**src/core/adct_pkg.sv**
```systemverilog
package adct_pkg;
    localparam int unsigned CLK_PS = 8000;
    localparam int unsigned PS_PER_NS = 1000;
    localparam int unsigned NS_PER_US = 1000;
    localparam int unsigned NS_PER_MS = 1000000;
    localparam int unsigned ROW_W = 12;
    localparam int unsigned COL_W = 8;
    localparam int unsigned ADDR_W = ROW_W + COL_W;
    localparam int unsigned DATA_W = 16;
    localparam int unsigned SYNC_LAT = 2;
    localparam int unsigned INIT_REFS = 8;
    localparam int unsigned REF_ROWS = 4096;
    localparam int unsigned PAGE_GUARD = 64;

    // slower grade figures, which also satisfy the faster grade
    localparam int unsigned T_REF_MS = 64;
    localparam int unsigned T_REFI_NS = T_REF_MS * NS_PER_MS / REF_ROWS;
    localparam int unsigned T_PWR_US = 500;
    localparam int unsigned T_SR_US = 100;
    localparam int unsigned T_RASP_NS = 125000;
    localparam int unsigned T_RP_NS = 50;
    localparam int unsigned T_RAS_NS = 70;
    localparam int unsigned T_RAH_NS = 10;
    localparam int unsigned T_RCD_NS = 20;
    localparam int unsigned T_RAC_NS = 70;
    localparam int unsigned T_CRA_NS = 40;
    localparam int unsigned T_OED_NS = 15;
    localparam int unsigned T_RWL_NS = 20;
    localparam int unsigned T_CP_NS = 10;
    localparam int unsigned T_PC_NS = 45;
    localparam int unsigned T_PRC_NS = 95;
    localparam int unsigned T_CSR_NS = 10;
    localparam int unsigned T_CHR_NS = 15;
    localparam int unsigned T_RPS_NS = 110;
    localparam int unsigned T_CWD_NS = 45;
    localparam int unsigned T_RWD_NS = 95;
    localparam int unsigned T_AWD_NS = 60;
    localparam int unsigned T_CPWD_NS = 65;

    function automatic int unsigned cyc_min(input int unsigned ns);
        int unsigned c;
        c = (ns * PS_PER_NS + CLK_PS - 1) / CLK_PS;
        return (c == 0) ? 1 : c;
    endfunction

    function automatic int unsigned cyc_max(input int unsigned ns);
        int unsigned c;
        c = ns * PS_PER_NS / CLK_PS;
        return (c == 0) ? 1 : c;
    endfunction

    function automatic int unsigned max3(input int unsigned a, b, c);
        int unsigned m;
        m = (a > b) ? a : b;
        return (m > c) ? m : c;
    endfunction

    localparam int unsigned PWR_CYC_DEF = cyc_min(T_PWR_US * NS_PER_US);
    localparam int unsigned SR_CYC_DEF = cyc_min(T_SR_US * NS_PER_US);
    localparam int unsigned RASP_CYC_DEF = cyc_max(T_RASP_NS);
    localparam int unsigned REFI_CYC_DEF = cyc_max(T_REFI_NS);

    localparam logic [7:0] RP_CYC = 8'(cyc_min(T_RP_NS));
    localparam logic [7:0] RAS_MIN_CYC = 8'(cyc_min(T_RAS_NS));
    localparam logic [7:0] RAH_CYC = 8'(cyc_min(T_RAH_NS));
    localparam logic [7:0] RCD_CYC = 8'(cyc_min(T_RCD_NS));
    localparam logic [7:0] COL_WT = (RCD_CYC > RAH_CYC + 8'h01) ? RCD_CYC - RAH_CYC - 8'h01 : 8'h00;
    localparam logic [7:0] RD_CAS_CYC = 8'(cyc_min(T_CRA_NS) + SYNC_LAT);
    localparam logic [7:0] RD_RAS_CYC = 8'(cyc_min(T_RAC_NS) + SYNC_LAT);
    localparam logic [7:0] OED_CYC = 8'(cyc_min(T_OED_NS));
    localparam logic [7:0] RWL_CYC = 8'(cyc_min(T_RWL_NS));
    localparam logic [7:0] CP_CYC = 8'(cyc_min(T_CP_NS));
    localparam logic [7:0] PC_CYC = 8'(cyc_min(T_PC_NS));
    localparam logic [7:0] PRC_CYC = 8'(cyc_min(T_PRC_NS));
    localparam logic [7:0] CSR_CYC = 8'(cyc_min(T_CSR_NS));
    localparam logic [7:0] REF_LOW_CYC = 8'(max3(cyc_min(T_RAS_NS), cyc_min(T_CHR_NS), 1));
    localparam logic [7:0] RPS_CYC = 8'(cyc_min(T_RPS_NS));
    localparam logic [7:0] RWD_CYC = 8'(cyc_min(T_RWD_NS));
    localparam logic [7:0] WE_CAS_CYC =
        8'(max3(cyc_min(T_CWD_NS), cyc_min(T_AWD_NS), cyc_min(T_CPWD_NS)));

    typedef struct packed {
        logic write;
        logic rmw;
        logic [1:0] be;
        logic [ADDR_W-1:0] addr;
        logic [DATA_W-1:0] wdata;
    } adct_req_s;

    typedef struct packed {
        logic ras_n;
        logic high_byte_column_strobe_n;
        logic low_byte_column_strobe_n;
        logic we_n;
        logic oe_n;
        logic [ROW_W-1:0] addr;
    } adct_pins_s;

    localparam adct_pins_s PINS_IDLE = '{1'b1, 1'b1, 1'b1, 1'b1, 1'b1, 12'h000};

    typedef enum logic [12:0] {
        ST_INIT = 13'h0001,
        ST_IDLE = 13'h0002,
        ST_ROW = 13'h0004,
        ST_COL = 13'h0008,
        ST_ACC = 13'h0010,
        ST_TURN = 13'h0020,
        ST_WR = 13'h0040,
        ST_PAGE = 13'h0080,
        ST_PRE = 13'h0100,
        ST_RCAS = 13'h0200,
        ST_HID = 13'h0400,
        ST_RRAS = 13'h0800,
        ST_SR = 13'h1000
    } adct_state_e;
endpackage

```
**src/core/adct_sync.sv**
```systemverilog
`timescale 1ns/1ps
`default_nettype none
module adct_sync
    import adct_pkg::*;
#(
    parameter int unsigned WIDTH = DATA_W
) (
    input wire logic sys_clk,
    input wire logic rst,
    input wire logic [WIDTH-1:0] d,
    output logic [WIDTH-1:0] q
);
    logic [WIDTH-1:0] meta_q;
    logic [WIDTH-1:0] sync_q;

    for (genvar i = 0; i < WIDTH; i++) begin : g_bit
        always_ff @(posedge sys_clk) begin
            if (rst) begin
                meta_q[i] <= 1'b0;
                sync_q[i] <= 1'b0;
            end else begin
                meta_q[i] <= d[i];
                sync_q[i] <= meta_q[i];
            end
        end
    end

    assign q = sync_q;
endmodule // adct_sync
`default_nettype wire

```
**src/core/adct_tick.sv**
```systemverilog
`timescale 1ns/1ps
`default_nettype none
module adct_tick
    import adct_pkg::*;
#(
    parameter int unsigned PERIOD = REFI_CYC_DEF
) (
    input wire logic sys_clk,
    input wire logic rst,
    output logic pulse
);
    localparam int unsigned CW = $clog2(PERIOD + 1);
    localparam logic [CW-1:0] LAST = CW'(PERIOD - 1);

    logic [CW-1:0] cnt_q;
    logic pulse_q;

    // one-cycle enable every PERIOD clocks
    always_ff @(posedge sys_clk) begin
        if (rst) begin
            cnt_q <= '0;
            pulse_q <= 1'b0;
        end else begin
            pulse_q <= (cnt_q == LAST);
            cnt_q <= (cnt_q == LAST) ? '0 : cnt_q + 1'b1;
        end
    end

    assign pulse = pulse_q;
endmodule // adct_tick
`default_nettype wire

```
**src/core/adct_ctrl.sv**
```systemverilog
`timescale 1ns/1ps
`default_nettype none
module adct_ctrl
    import adct_pkg::*;
#(
    parameter int unsigned PWR_CYC = PWR_CYC_DEF,
    parameter int unsigned SR_CYC = SR_CYC_DEF,
    parameter int unsigned RASP_CYC = RASP_CYC_DEF,
    parameter int unsigned REFI_CYC = REFI_CYC_DEF
) (
    input wire logic sys_clk,
    input wire logic rst,
    input wire logic req_valid,
    input wire adct_req_s req,
    output logic req_ack,
    output logic rsp_valid,
    output logic [DATA_W-1:0] rsp_data,
    input wire logic sr_req,
    output logic sr_active,
    output logic init_done,
    output var adct_pins_s pins,
    output logic [DATA_W-1:0] dq_out,
    output logic dq_oe,
    input wire logic [DATA_W-1:0] dq_in
);
    localparam int unsigned RL_W = $clog2((SR_CYC > RASP_CYC ? SR_CYC : RASP_CYC) + 1) + 1;
    localparam logic [RL_W-1:0] PAGE_LIM = RL_W'(RASP_CYC - PAGE_GUARD);

    adct_state_e state_q;
    adct_req_s cur_q;
    adct_pins_s pins_q;
    logic [7:0] wt_q;
    logic [7:0] pc_q;
    logic [RL_W-1:0] rl_q;
    logic [3:0] init_left_q;
    logic pwr_done_q, ref_pend_q, sr_mode_q, ack_q, rsp_valid_q, init_done_q, dq_oe_q;
    logic sr_active_q;
    logic [DATA_W-1:0] rsp_data_q;
    logic [DATA_W-1:0] dq_out_q;
    logic [DATA_W-1:0] dq_s;
    logic ref_tick, pwr_tick;
    logic row_hit, page_ok, cur_wr, cas_n;

    ////////////////////////////////////////////////////////////////////////////
    adct_sync #(.WIDTH(DATA_W)) u_dq_sync (
        .sys_clk(sys_clk),
        .rst(rst),
        .d(dq_in),
        .q(dq_s)
    );

    adct_tick #(.PERIOD(REFI_CYC)) u_ref_tick (
        .sys_clk(sys_clk),
        .rst(rst),
        .pulse(ref_tick)
    );

    adct_tick #(.PERIOD(PWR_CYC)) u_pwr_tick (
        .sys_clk(sys_clk),
        .rst(rst),
        .pulse(pwr_tick)
    );

    assign row_hit = req.addr[ADDR_W-1:COL_W] == cur_q.addr[ADDR_W-1:COL_W];
    assign page_ok = req_valid && row_hit && (rl_q < PAGE_LIM) && !ref_pend_q && !sr_req;
    assign cur_wr = cur_q.write && !cur_q.rmw;
    assign cas_n = pins_q.low_byte_column_strobe_n & pins_q.high_byte_column_strobe_n;

    ////////////////////////////////////////////////////////////////////////////
    // cycles since row strobe fell and since column strobe fell
    always_ff @(posedge sys_clk) begin
        if (rst) begin
            rl_q <= '0;
            pc_q <= '0;
        end else begin
            rl_q <= pins_q.ras_n ? '0 : ((&rl_q) ? rl_q : rl_q + 1'b1);
            pc_q <= (state_q == ST_COL) ? '0 : ((&pc_q) ? pc_q : pc_q + 1'b1);
        end
    end

    ////////////////////////////////////////////////////////////////////////////
    always_ff @(posedge sys_clk) begin
        logic fin;
        fin = 1'b0;
        if (rst) begin
            state_q <= ST_INIT;
            pins_q <= PINS_IDLE;
            cur_q <= '0;
            wt_q <= '0;
            init_left_q <= 4'(INIT_REFS);
            pwr_done_q <= 1'b0;
            ref_pend_q <= 1'b0;
            sr_mode_q <= 1'b0;
            sr_active_q <= 1'b0;
            ack_q <= 1'b0;
            rsp_valid_q <= 1'b0;
            rsp_data_q <= '0;
            init_done_q <= 1'b0;
            dq_oe_q <= 1'b0;
            dq_out_q <= '0;
        end else begin
            ack_q <= 1'b0;
            rsp_valid_q <= 1'b0;
            if (wt_q != 8'h00) wt_q <= wt_q - 8'h01;
            if (ref_tick) ref_pend_q <= 1'b1;
            if (pwr_tick) pwr_done_q <= 1'b1;
            case (state_q)
                ST_INIT: begin
                    if (pwr_done_q) state_q <= ST_IDLE;
                end
                ST_IDLE: begin
                    init_done_q <= (init_left_q == 4'h0);
                    if (init_left_q != 4'h0 || ref_pend_q || (sr_req && init_done_q)) begin
                        pins_q.low_byte_column_strobe_n <= 1'b0;
                        pins_q.high_byte_column_strobe_n <= 1'b0;
                        ref_pend_q <= ref_tick;
                        sr_mode_q <= sr_req && init_done_q;
                        if (init_left_q != 4'h0) init_left_q <= init_left_q - 4'h1;
                        wt_q <= CSR_CYC - 8'h01;
                        state_q <= ST_RCAS;
                    end else if (req_valid && init_done_q) begin
                        cur_q <= req;
                        ack_q <= 1'b1;
                        pins_q.ras_n <= 1'b0;
                        pins_q.addr <= req.addr[ADDR_W-1:COL_W];
                        wt_q <= RAH_CYC - 8'h01;
                        state_q <= ST_ROW;
                    end
                end
                ST_ROW: begin
                    if (wt_q == 8'h00) begin
                        pins_q.addr <= ROW_W'(cur_q.addr[COL_W-1:0]);
                        pins_q.we_n <= !cur_wr;
                        dq_oe_q <= cur_wr;
                        dq_out_q <= cur_q.wdata;
                        wt_q <= COL_WT;
                        state_q <= ST_COL;
                    end
                end
                ST_COL: begin
                    if (wt_q == 8'h00) begin
                        pins_q.low_byte_column_strobe_n <= !cur_q.be[0];
                        pins_q.high_byte_column_strobe_n <= !cur_q.be[1];
                        pins_q.oe_n <= cur_wr;
                        state_q <= ST_ACC;
                    end
                end
                ST_ACC: begin
                    if (cur_wr ? (pc_q >= RWL_CYC && rl_q >= RL_W'(RAS_MIN_CYC))
                               : (pc_q >= RD_CAS_CYC && rl_q >= RL_W'(RD_RAS_CYC))) begin
                        if (!cur_wr) begin
                            rsp_valid_q <= 1'b1;
                            rsp_data_q <= dq_s;
                        end
                        if (cur_q.rmw) begin
                            pins_q.oe_n <= 1'b1;
                            wt_q <= OED_CYC - 8'h01;
                            state_q <= ST_TURN;
                        end else begin
                            fin = 1'b1;
                        end
                    end
                end
                ST_TURN: begin
                    if (wt_q == 8'h00 && pc_q >= WE_CAS_CYC && rl_q >= RL_W'(RWD_CYC)) begin
                        pins_q.we_n <= 1'b0;
                        dq_oe_q <= 1'b1;
                        dq_out_q <= cur_q.wdata;
                        wt_q <= RWL_CYC - 8'h01;
                        state_q <= ST_WR;
                    end
                end
                ST_WR: begin
                    if (wt_q == 8'h00) fin = 1'b1;
                end
                ST_PAGE: begin
                    if (wt_q == 8'h00 && pc_q >= ((cur_q.rmw || req.rmw) ? PRC_CYC : PC_CYC)) begin
                        if (page_ok) begin
                            cur_q <= req;
                            ack_q <= 1'b1;
                            pins_q.addr <= ROW_W'(req.addr[COL_W-1:0]);
                            pins_q.we_n <= !(req.write && !req.rmw);
                            dq_oe_q <= req.write && !req.rmw;
                            dq_out_q <= req.wdata;
                            wt_q <= COL_WT;
                            state_q <= ST_COL;
                        end else begin
                            pins_q.ras_n <= 1'b1;
                            wt_q <= RP_CYC - 8'h01;
                            state_q <= ST_PRE;
                        end
                    end
                end
                ST_PRE: begin
                    if (wt_q == 8'h00) state_q <= ST_IDLE;
                end
                ST_RCAS, ST_HID: begin
                    if (wt_q == 8'h00) begin
                        pins_q.ras_n <= 1'b0;
                        wt_q <= REF_LOW_CYC - 8'h01;
                        state_q <= ST_RRAS;
                    end
                end
                ST_RRAS: begin
                    if (wt_q == 8'h00) begin
                        if (sr_mode_q) begin
                            sr_active_q <= 1'b1;
                            state_q <= ST_SR;
                        end else begin
                            pins_q <= PINS_IDLE;
                            wt_q <= RP_CYC - 8'h01;
                            state_q <= ST_PRE;
                        end
                    end
                end
                ST_SR: begin
                    if (!sr_req && rl_q >= RL_W'(SR_CYC)) begin
                        pins_q <= PINS_IDLE;
                        sr_mode_q <= 1'b0;
                        sr_active_q <= 1'b0;
                        wt_q <= RPS_CYC - 8'h01;
                        state_q <= ST_PRE;
                    end
                end
                default: begin
                    pins_q <= PINS_IDLE;
                    state_q <= ST_PRE;
                end
            endcase
            if (fin) begin
                pins_q.we_n <= 1'b1;
                dq_oe_q <= 1'b0;
                if (ref_pend_q && !cur_q.write && !cur_q.rmw) begin
                    pins_q.ras_n <= 1'b1;
                    ref_pend_q <= ref_tick;
                    wt_q <= RP_CYC - 8'h01;
                    state_q <= ST_HID;
                end else begin
                    pins_q.low_byte_column_strobe_n <= 1'b1;
                    pins_q.high_byte_column_strobe_n <= 1'b1;
                    pins_q.oe_n <= 1'b1;
                    if (page_ok) begin
                        wt_q <= CP_CYC - 8'h01;
                        state_q <= ST_PAGE;
                    end else begin
                        pins_q.ras_n <= 1'b1;
                        wt_q <= RP_CYC - 8'h01;
                        state_q <= ST_PRE;
                    end
                end
            end
        end
    end

    assign pins = pins_q;
    assign req_ack = ack_q;
    assign rsp_valid = rsp_valid_q;
    assign rsp_data = rsp_data_q;
    assign sr_active = sr_active_q;
    assign init_done = init_done_q;
    assign dq_out = dq_out_q;
    assign dq_oe = dq_oe_q;

    ////////////////////////////////////////////////////////////////////////////
    // checking helpers: high time of the row strobe, refreshes seen
    logic [7:0] rh_q;
    logic [3:0] refs_q;

    always_ff @(posedge sys_clk) begin
        if (rst) begin
            rh_q <= '0;
            refs_q <= '0;
        end else begin
            rh_q <= !pins_q.ras_n ? '0 : ((&rh_q) ? rh_q : rh_q + 8'h01);
            if (state_q == ST_RCAS && wt_q == 8'h00 && !(&refs_q)) refs_q <= refs_q + 4'h1;
        end
    end
endmodule // adct_ctrl
`default_nettype wire

```
**config.mk**
```make
export PLATFORM = sky130hd
export DESIGN_NAME = adct_ctrl
export DESIGN_NICKNAME = d
export VERILOG_FILES = /design/src/core/adct_pkg.sv /design/src/core/adct_sync.sv /design/src/core/adct_tick.sv /design/src/core/adct_ctrl.sv
export SDC_FILE = /design/constraint.sdc
export NUM_CORES = 1
export LEC_CHECK = 0
export BUFFER_PORTS_ARGS = -buffer_cell sky130_fd_sc_hd__buf_2
export CAP_MARGIN = 20
export CORE_UTILIZATION = 30
export CTS_CLUSTER_DIAMETER = 120
export DETAILED_ROUTE_END_ITERATION = 8
export PLACE_DENSITY = 0.55
export REMOVE_ABC_BUFFERS = 1
export SETUP_SLACK_MARGIN = 0.02
export SYNTH_ARGS = -nofsm -noshare
export SYNTH_HDL_FRONTEND = slang
export SYNTH_HIERARCHICAL = 1
export SYNTH_SLANG_ARGS = --single-unit
```
**constraint.sdc**
```tcl
create_clock -name sys_clk -period 6.3 [get_ports sys_clk]
set_input_delay 0.315 -clock sys_clk [delete_from_list [all_inputs] [get_ports sys_clk]]
set_output_delay 0.315 -clock sys_clk [all_outputs]
set_load 0.005 [all_outputs]
```
==> impl_metrics.toml, run 1 <==
[worst_hold_path]
hold_path_class = "in2reg"
holdPathEnd = "u_dq_sync/meta_q[14]$_SDFF_PP0_"
hold_depth = 2
hp-start = "dq_in[14]"

[global_route]
grt_pass1_vias = 7791
grt_pass1_wl_mm = 40.40
grt_max_degree = 96
antenna_found_initial = 2
grtUsageTotal_pct = 15.60
grt-ovfl-total = 0

[place]
io_buffers = 113
dpl_cell_area_um2 = 10270
placedCellCount = 1556
dpl.hpwl_mm = 17.54
gp_congestion = 0.9396

[setup_path]
cp_max_fo = 16
reg2reg_depth = 11
slowest_stage = "and2_1"
timing.rr.start = "wt_q[0]$_SDFF_PP0_"
critPathArrivalTime_ps = 3890
crit_path_start_kind = "register"
worstReg2RegEnd = "state_q[8]$_SDFFE_PP0P_"
worstSetupPathType = "reg2reg"
r2r_setup_slack_ps = 2790
max_stage_delay_ps = 560
crit_chain = "inv_1 -> ha_1 -> nor4b_2 -> and2_1 -> inv_2 -> a221oi_1 -> nand2b_1 -> and4_1 -> nor3b_1 -> o21a_1 -> a211oi_2"
crit_required_ps = 6690
critPathCaptureType = "register"

[floorplanning]
core_area_um2 = 30750
start_util_pct = 30.69
pin_count = 114
num_rows = 64
die_w_um = 179.4
die_area_um2 = 32170
die_h_um = 179.4

[clocking]
clock_latency_ps = 530
clock-sinks = 206
post_cts_buffers = 0
postCtsHoldBufs = 13
clkTransAtPathRegs_ps = 70
ctsRootBufferMaster = "clkbuf_16"
cts_buffers = 25
ctsLongestPathBuffers = 3
cts_tree = "yes"
post_cts_resized = 0
htree_levels = 1

[timing]
fin_crit_ps = 3507
hold_viol = 0
setup_viol = 0
tightest_slew_ps = 990.4
min_period_over_period_pct = 55.67
clock_skew_ps = 18.02
rsz0062_at_grt = "no"
max_freq_mhz = 285.1
report.final.slew_viol_count = 0
tns_ps = 0
slew-limit-headroom_pct = 33.97

[power]
switching_share_pct = 29.65
p_int_mw = 2.722
p_sw_mw = 1.147
power_frac_comb_pct = 21.3
clock_power_share_pct = 41.2
seq_power_share_pct = 37.5
irDropWorstVdd_v = 0.0002227
power.static_leakage_nw = 4.223
powerDensity_nw_per_um2 = 340.3

[yosys]
synth_edf_count = 0
yosysWarnings = 6
ys.flop_type = "dfxtp_1"
netlist_top_cells_area = "dfxtp_1 44%, nand2_1 5.7%, nor2_1 5.2%"
syn_avg_cell_area_um2 = 8.556
synth_cell_types = 84
synth_area_um2 = 9438
synth-seq-cells = 206
ys_seq_area_share_pct = 43.70
syn_inst = 1103
synth_area_leader_cell = "dfxtp_1"
async_flop_share_pct = 0
synth_top_cell_area_share_pct = 43.70

[flow_run]
cap_violations = 0

[status]
status = "complete, but fails checks"
failed_checks = "DRC"

[finish]
final-instance-count-excl-fill = 1617
finish.instance_area_um2 = 11370
area_growth_syn_to_layout_pct = 20.44
post_route_cells_drive_above_1_share_pct = 16.89
nets = 1275

[detailed_routing]
drt-pass1-iter-count = 9
vias = 8201
wl_mm = 25.13
antenna_left = 0
drc = 6
drtIter0Drc = 615
viasPerCell = 5.072
wl_per_cell_um = 15.54
layer usage:
layer | up-vias | GRT usage, % | wire length [um] | part of all wire (%)
li1 | 4067 | - | - | -
met1 | 3812 | 20.22 | 11270 | 45
met2 | 256 | 24.49 | 10870 | 43
met3 | 64 | 4.916 | 2195 | 8.7
met4 | 2 | 5.007 | 783 | 3.1
met5 | - | 0 | 13 | 0.052
state kept, by name, summed over array words and instances, names as in the netlist, 4 cells and up:
signal            cells
u_pwr_tick/cnt_q     16
init_left_q           4
u_ref_tick/cnt_q     11
u_dq_sync/meta_q     16
pc_q                  8
wt_q                  8
u_dq_sync/q          16
pins                 17
rl_q                 15
cur_q                40
dq_out               16
state_q              13
rsp_data             16
critical path: cells and delay by family (launching register included):
kind / cells / cell delay [ps]
AOI/OAI and AO/OA: 3 / 680
adders and majority gates: 1 / 200
and+or+nand+nor: 5 / 1820
DFF: 1 / 330
buffers and inverters: 2 / 330
how the worst max path moves through the flow:
stage | endpoint | startpoint | slack [ps]
finish | state_q[8]$_SDFFE_PP0P_ | wt_q[0]$_SDFF_PP0_ | 2790
global route | state_q[8]$_SDFFE_PP0P_ | wt_q[0]$_SDFF_PP0_ | 2510
CTS | cur_q[37]$_SDFFE_PP0P_ | state_q[12]$_SDFFE_PP0P_ | 2790
detailed placement | cur_q[37]$_SDFFE_PP0P_ | state_q[12]$_SDFFE_PP0P_ | 2810
global placement | cur_q[1]$_SDFFE_PP0P_ | state_q[12]$_SDFFE_PP0P_ | 2910
floorplan | pins[13]$_SDFFE_PP1P_ | state_q[12]$_SDFFE_PP0P_ | 2150
through the flow:
step	setup slack [ps]	total power, mW	utilization [%]	hold WS [ps]
2_1_floorplan	2154	2.013	-	384.1
3_3_place_gp	2907	2.288	33.41	415.5
3_5_place_dp	2807	2.284	33.41	423.9
4_1_cts	2793	3.907	36.87	0.6456
5_1_grt	2513	4.065	36.97	15.02
6_report	2793	3.869	36.97	21.55
power groups by stage:
stage / Clock [mW] / Sequential, mW / Combinational, mW
3_5_place_dp: 0 / 1.48 / 0.805
6_report: 1.59 / 1.45 / 0.823
3_3_place_gp: 0 / 1.48 / 0.812
2_1_floorplan: 0 / 1.46 / 0.550
4_1_cts: 1.64 / 1.45 / 0.816
5_1_grt: 1.69 / 1.47 / 0.907
synth_stat cells (4+ instances only):
master,instances
dfxtp_1,206
nand2_1,143
nor2_1,131
a21oi_1,86
mux2i_1,40
nand3_1,38
nor2b_1,37
clkbuf_1,36
nor3_1,32
o21ai_0,27
inv_1,26
xnor2_1,26
xor2_1,26
a211oi_1,24
nand2b_1,18
nor4_1,15
ha_1,14
nand4_1,14
buf_2,13
a31oi_1,8
or3_1,8
or4_1,8
o31ai_1,7
buf_6,6
o21a_1,6
buf_4,5
a222oi_1,4
a22oi_1,4
and3_1,4
and4_1,4
nor3b_1,4
o211ai_1,4
or2_2,4
or4b_2,4
logic make-up (layout without fill, tap and decap cells):
| kind of cell | Yosys count | count (layout) | synth area share [%] |
|---|---|---|---|
| AND/OR/NAND/NOR | 497 | 497 | 26.86 |
| flip-flops | 206 | 206 | 43.70 |
| AO/OA/AOI/OAI | 204 | 204 | 14.08 |
| buffers and inverters | 90 | 207 | 4.441 |
| XOR/XNOR | 52 | 52 | 4.826 |
| multiplexers | 40 | 40 | 4.242 |
| adder cells (fa/ha/maj) | 14 | 14 | 1.856 |
| other | 0 | 1 | 0 |
final cells by class:
| class | instances | area [um2] |
|---|---|---|
| antenna | 1 | 2.502 |
| clock buffer | 34 | 729.5 |
| clock inverter | 12 | 203.9 |
| fill | 3155 | 19380 |
| inverter | 27 | 101.3 |
| multi-input combinational | 807 | 4932 |
| sequential | 206 | 4124 |
| tap | 396 | 495.5 |
| timing repair buffer | 134 | 778.2 |
placed cells by master, fill, tap and decap left out, types with 27 or more instances in the layout:
cell and n:
a21oi_1 86, buf_2 112, dfxtp_1 206, mux2i_1 40, nand2_1 143, nand3_1 38, nor2_1 131, nor2b_1 37
nor3_1 31, o21ai_0 27
Power figures use the tool's default switching activity.
==> run 2: changes to the inputs <==
PLACE_DENSITY = 0.56   (was 0.55)
clock period = 3.2 ns   (was 6.3 ns; I/O delays follow)
==> run 2 against run 1 <==
  * The run still ends with DRC left
  * Register-to-register slack worse by 2500 ps
  * Sequential cell count stayed put
  * Global-route usage is 0.77 points higher
  * Clock power is 81% higher
  * Clock skew is 16 ps higher
  * Core utilization is 1.9 points higher
  * Sequential power is 97% higher
  * Maximum frequency is 21% higher
  * Final cell count is 4.5% higher
  * Hold slack better by 74 ps
  * Critical path depth is 4 lower
  * First-iteration DRC count is 11% lower
  * Critical path type unchanged
  * Critical endpoint is now wt_q[2]$_SDFF_PP0_
==> impl_metrics.toml, run 2 (same netlist as run 1, synthesis figures left out) <==
[timing]
tightest_slew_ps = 646.9
fin_crit_ps = 2899
tns_ps = 0
min_period_over_period_pct = 90.59
timing.final.ws_setup_ps = 301.0
slew-limit-headroom_pct = 56.87
report.final.slew_viol_count = 0
holdWs_ps = 95.47
max_freq_mhz = 344.9
clock_skew_ps = 34.48
setup_viol = 0
hold_viol = 0
rsz0062_at_grt = "no"

[status]
failed_checks = "DRC"
status = "complete, but fails checks"

[finish]
top_register = "cur_q"
post_route_cells_drive_above_1_share_pct = 18.10
final_cell_mix = "206 x dfxtp_1, 143 x nand2_1, 131 x nor2_1, 112 x buf_2, 86 x a21oi_1"
nets = 1350
final_common_cell = "dfxtp_1"
largest_reg_flops = 40
regArea_um2 = 4124
multi_input_area_um2 = 4938
area_growth_syn_to_layout_pct = 26.75
final-instance-count-excl-fill = 1690
final_util_pct = 38.90
fillers = 3126

[detailed_routing]
wl_met1_mm = 11.77
wl_mm = 26.27
drtIter0Drc = 545
vias = 8430
routed-wl-met3_mm = 1.758
viasPerCell = 4.988
drt-pass1-iter-count = 7
wl_per_cell_um = 15.54
drc = 4
antenna_left = 0
topRoutingLayerUsed = "met4"
met2_length_mm = 12.19

[global_route]
grtUsageTotal_pct = 16.37
antenna_found_initial = 0
grt_pass1_vias = 8175
grt_pass1_wl_mm = 42.68
grt_max_degree = 61
grt-ovfl-total = 0

[place]
dpl.hpwl_mm = 18.26
place_ws_ps = 194.3
io_buffers = 113
gp_congestion = 0.9244
placedCellCount = 1590

[power]
power.static_leakage_nw = 4.525
irDropWorstVdd_v = 0.0003462
powerDensity_nw_per_um2 = 626.7

[setup_path]
worstReg2RegEnd = "wt_q[2]$_SDFF_PP0_"
timing.rr.start = "state_q[9]$_SDFFE_PP0P_"
crit_path_start_kind = "register"
cp_max_fo = 8
reg2reg_depth = 7
worstSetupPathType = "reg2reg"
critPathArrivalTime_ps = 3310
crit_required_ps = 3610
critPathCaptureType = "register"
r2r_setup_slack_ps = 300

[clocking]
cts_buffers = 24
clock_latency_ps = 530
htree_levels = 1
ctsLongestPathBuffers = 3
clkTransAtPathRegs_ps = 60
ctsRootBufferMaster = "clkbuf_16"
clock-sinks = 206
cts_tree = "yes"

[worst_hold_path]
hold_path_class = "in2reg"
hold_depth = 3
holdPathEnd = "sr_mode_q$_SDFFE_PP0P_"
hp-start = "sr_req"

[floorplanning]
die_area_um2 = 32170
num_rows = 64
die_h_um = 179.4
start_util_pct = 30.69
pin_count = 114
die_w_um = 179.4
core_area_um2 = 30750

[flow_run]
cap_violations = 0
[run 2: changes by cell type in the layout (fill, tap and decap cells not counted), sizes merged]
cell,before,now
bufinv,5,4
clkbuf,34,32
buf,121,154
clkinv,4,7
inv,30,27
dlygate4sd3,13,56
[run 2: what timing repair did]
item,CTS,global route
hold endpoints to repair,73,0
resized for setup,0,1
buffers inserted,0,0
hold buffers,56,0
setup endpoints to repair,0,2
[run 2: worst max path at each step]
| stage | start | slack (ps) | cells past startpoint | to |
|---|---|---|---|---|
| finish | state_q[9]$_SDFFE_PP0P_ | 300 | 7 | wt_q[2]$_SDFF_PP0_ |
| floorplan | state_q[12]$_SDFFE_PP0P_ | -950 | 8 | pins[13]$_SDFFE_PP1P_ |
| detailed placement | rl_q[14]$_SDFFE_PP0N_ | 190 | 8 | pins[14]$_SDFF_PP1_ |
| global placement | rl_q[14]$_SDFFE_PP0N_ | 190 | 8 | pins[15]$_SDFF_PP1_ |
| CTS | rl_q[14]$_SDFFE_PP0N_ | 180 | 8 | pins[14]$_SDFF_PP1_ |
| global route | rl_q[14]$_SDFFE_PP0N_ | 130 | 7 | pins[13]$_SDFFE_PP1P_ |
[run 2: where the power goes]
group          leakage [nW]  switching (mW)  internal (mW)  total [mW]
Sequential             1.67           0.135           2.71        2.85
Combinational          2.44            1.04          0.741        1.78
Clock                 0.412            1.08           1.79        2.87
[run 2: layout make-up]
type,count,area share [%]
diodes,1,0.02092
clock buffers,32,5.617
clock inverters,11,1.297
inverters,27,0.8472
multi-input cells,807,41.28
flip-flops and latches,206,34.47
well taps,396,4.142
repair buffers,210,12.32
[run 2: metrics by stage]
| stage | area, um2 | total power, mW |
|---|---|---|
| 4_1_cts | 11950 | 7.558 |
| 6_report | 11960 | 7.497 |
| 5_1_grt | 11960 | 7.889 |
| 3_3_place_gp | 10570 | 4.624 |
| 3_5_place_dp | 10570 | 4.605 |
| 2_1_floorplan | 9120 | 3.963 |
[run 2: critical path, cell delays in order, from the launching register on]
cell	delay (ps)
dfxtp_1	350
or4_4	540
or2_1	370
or3_4	500
o31ai_4	410
a21boi_4	330
a21oi_1	130
a21boi_1	160
[run 2: metal layers]
layer	global-route usage, %	vias up
met5	0	-
met4	4.797	0
met3	3.819	54
met2	26.94	221
met1	21.21	3942
li1	-	4213
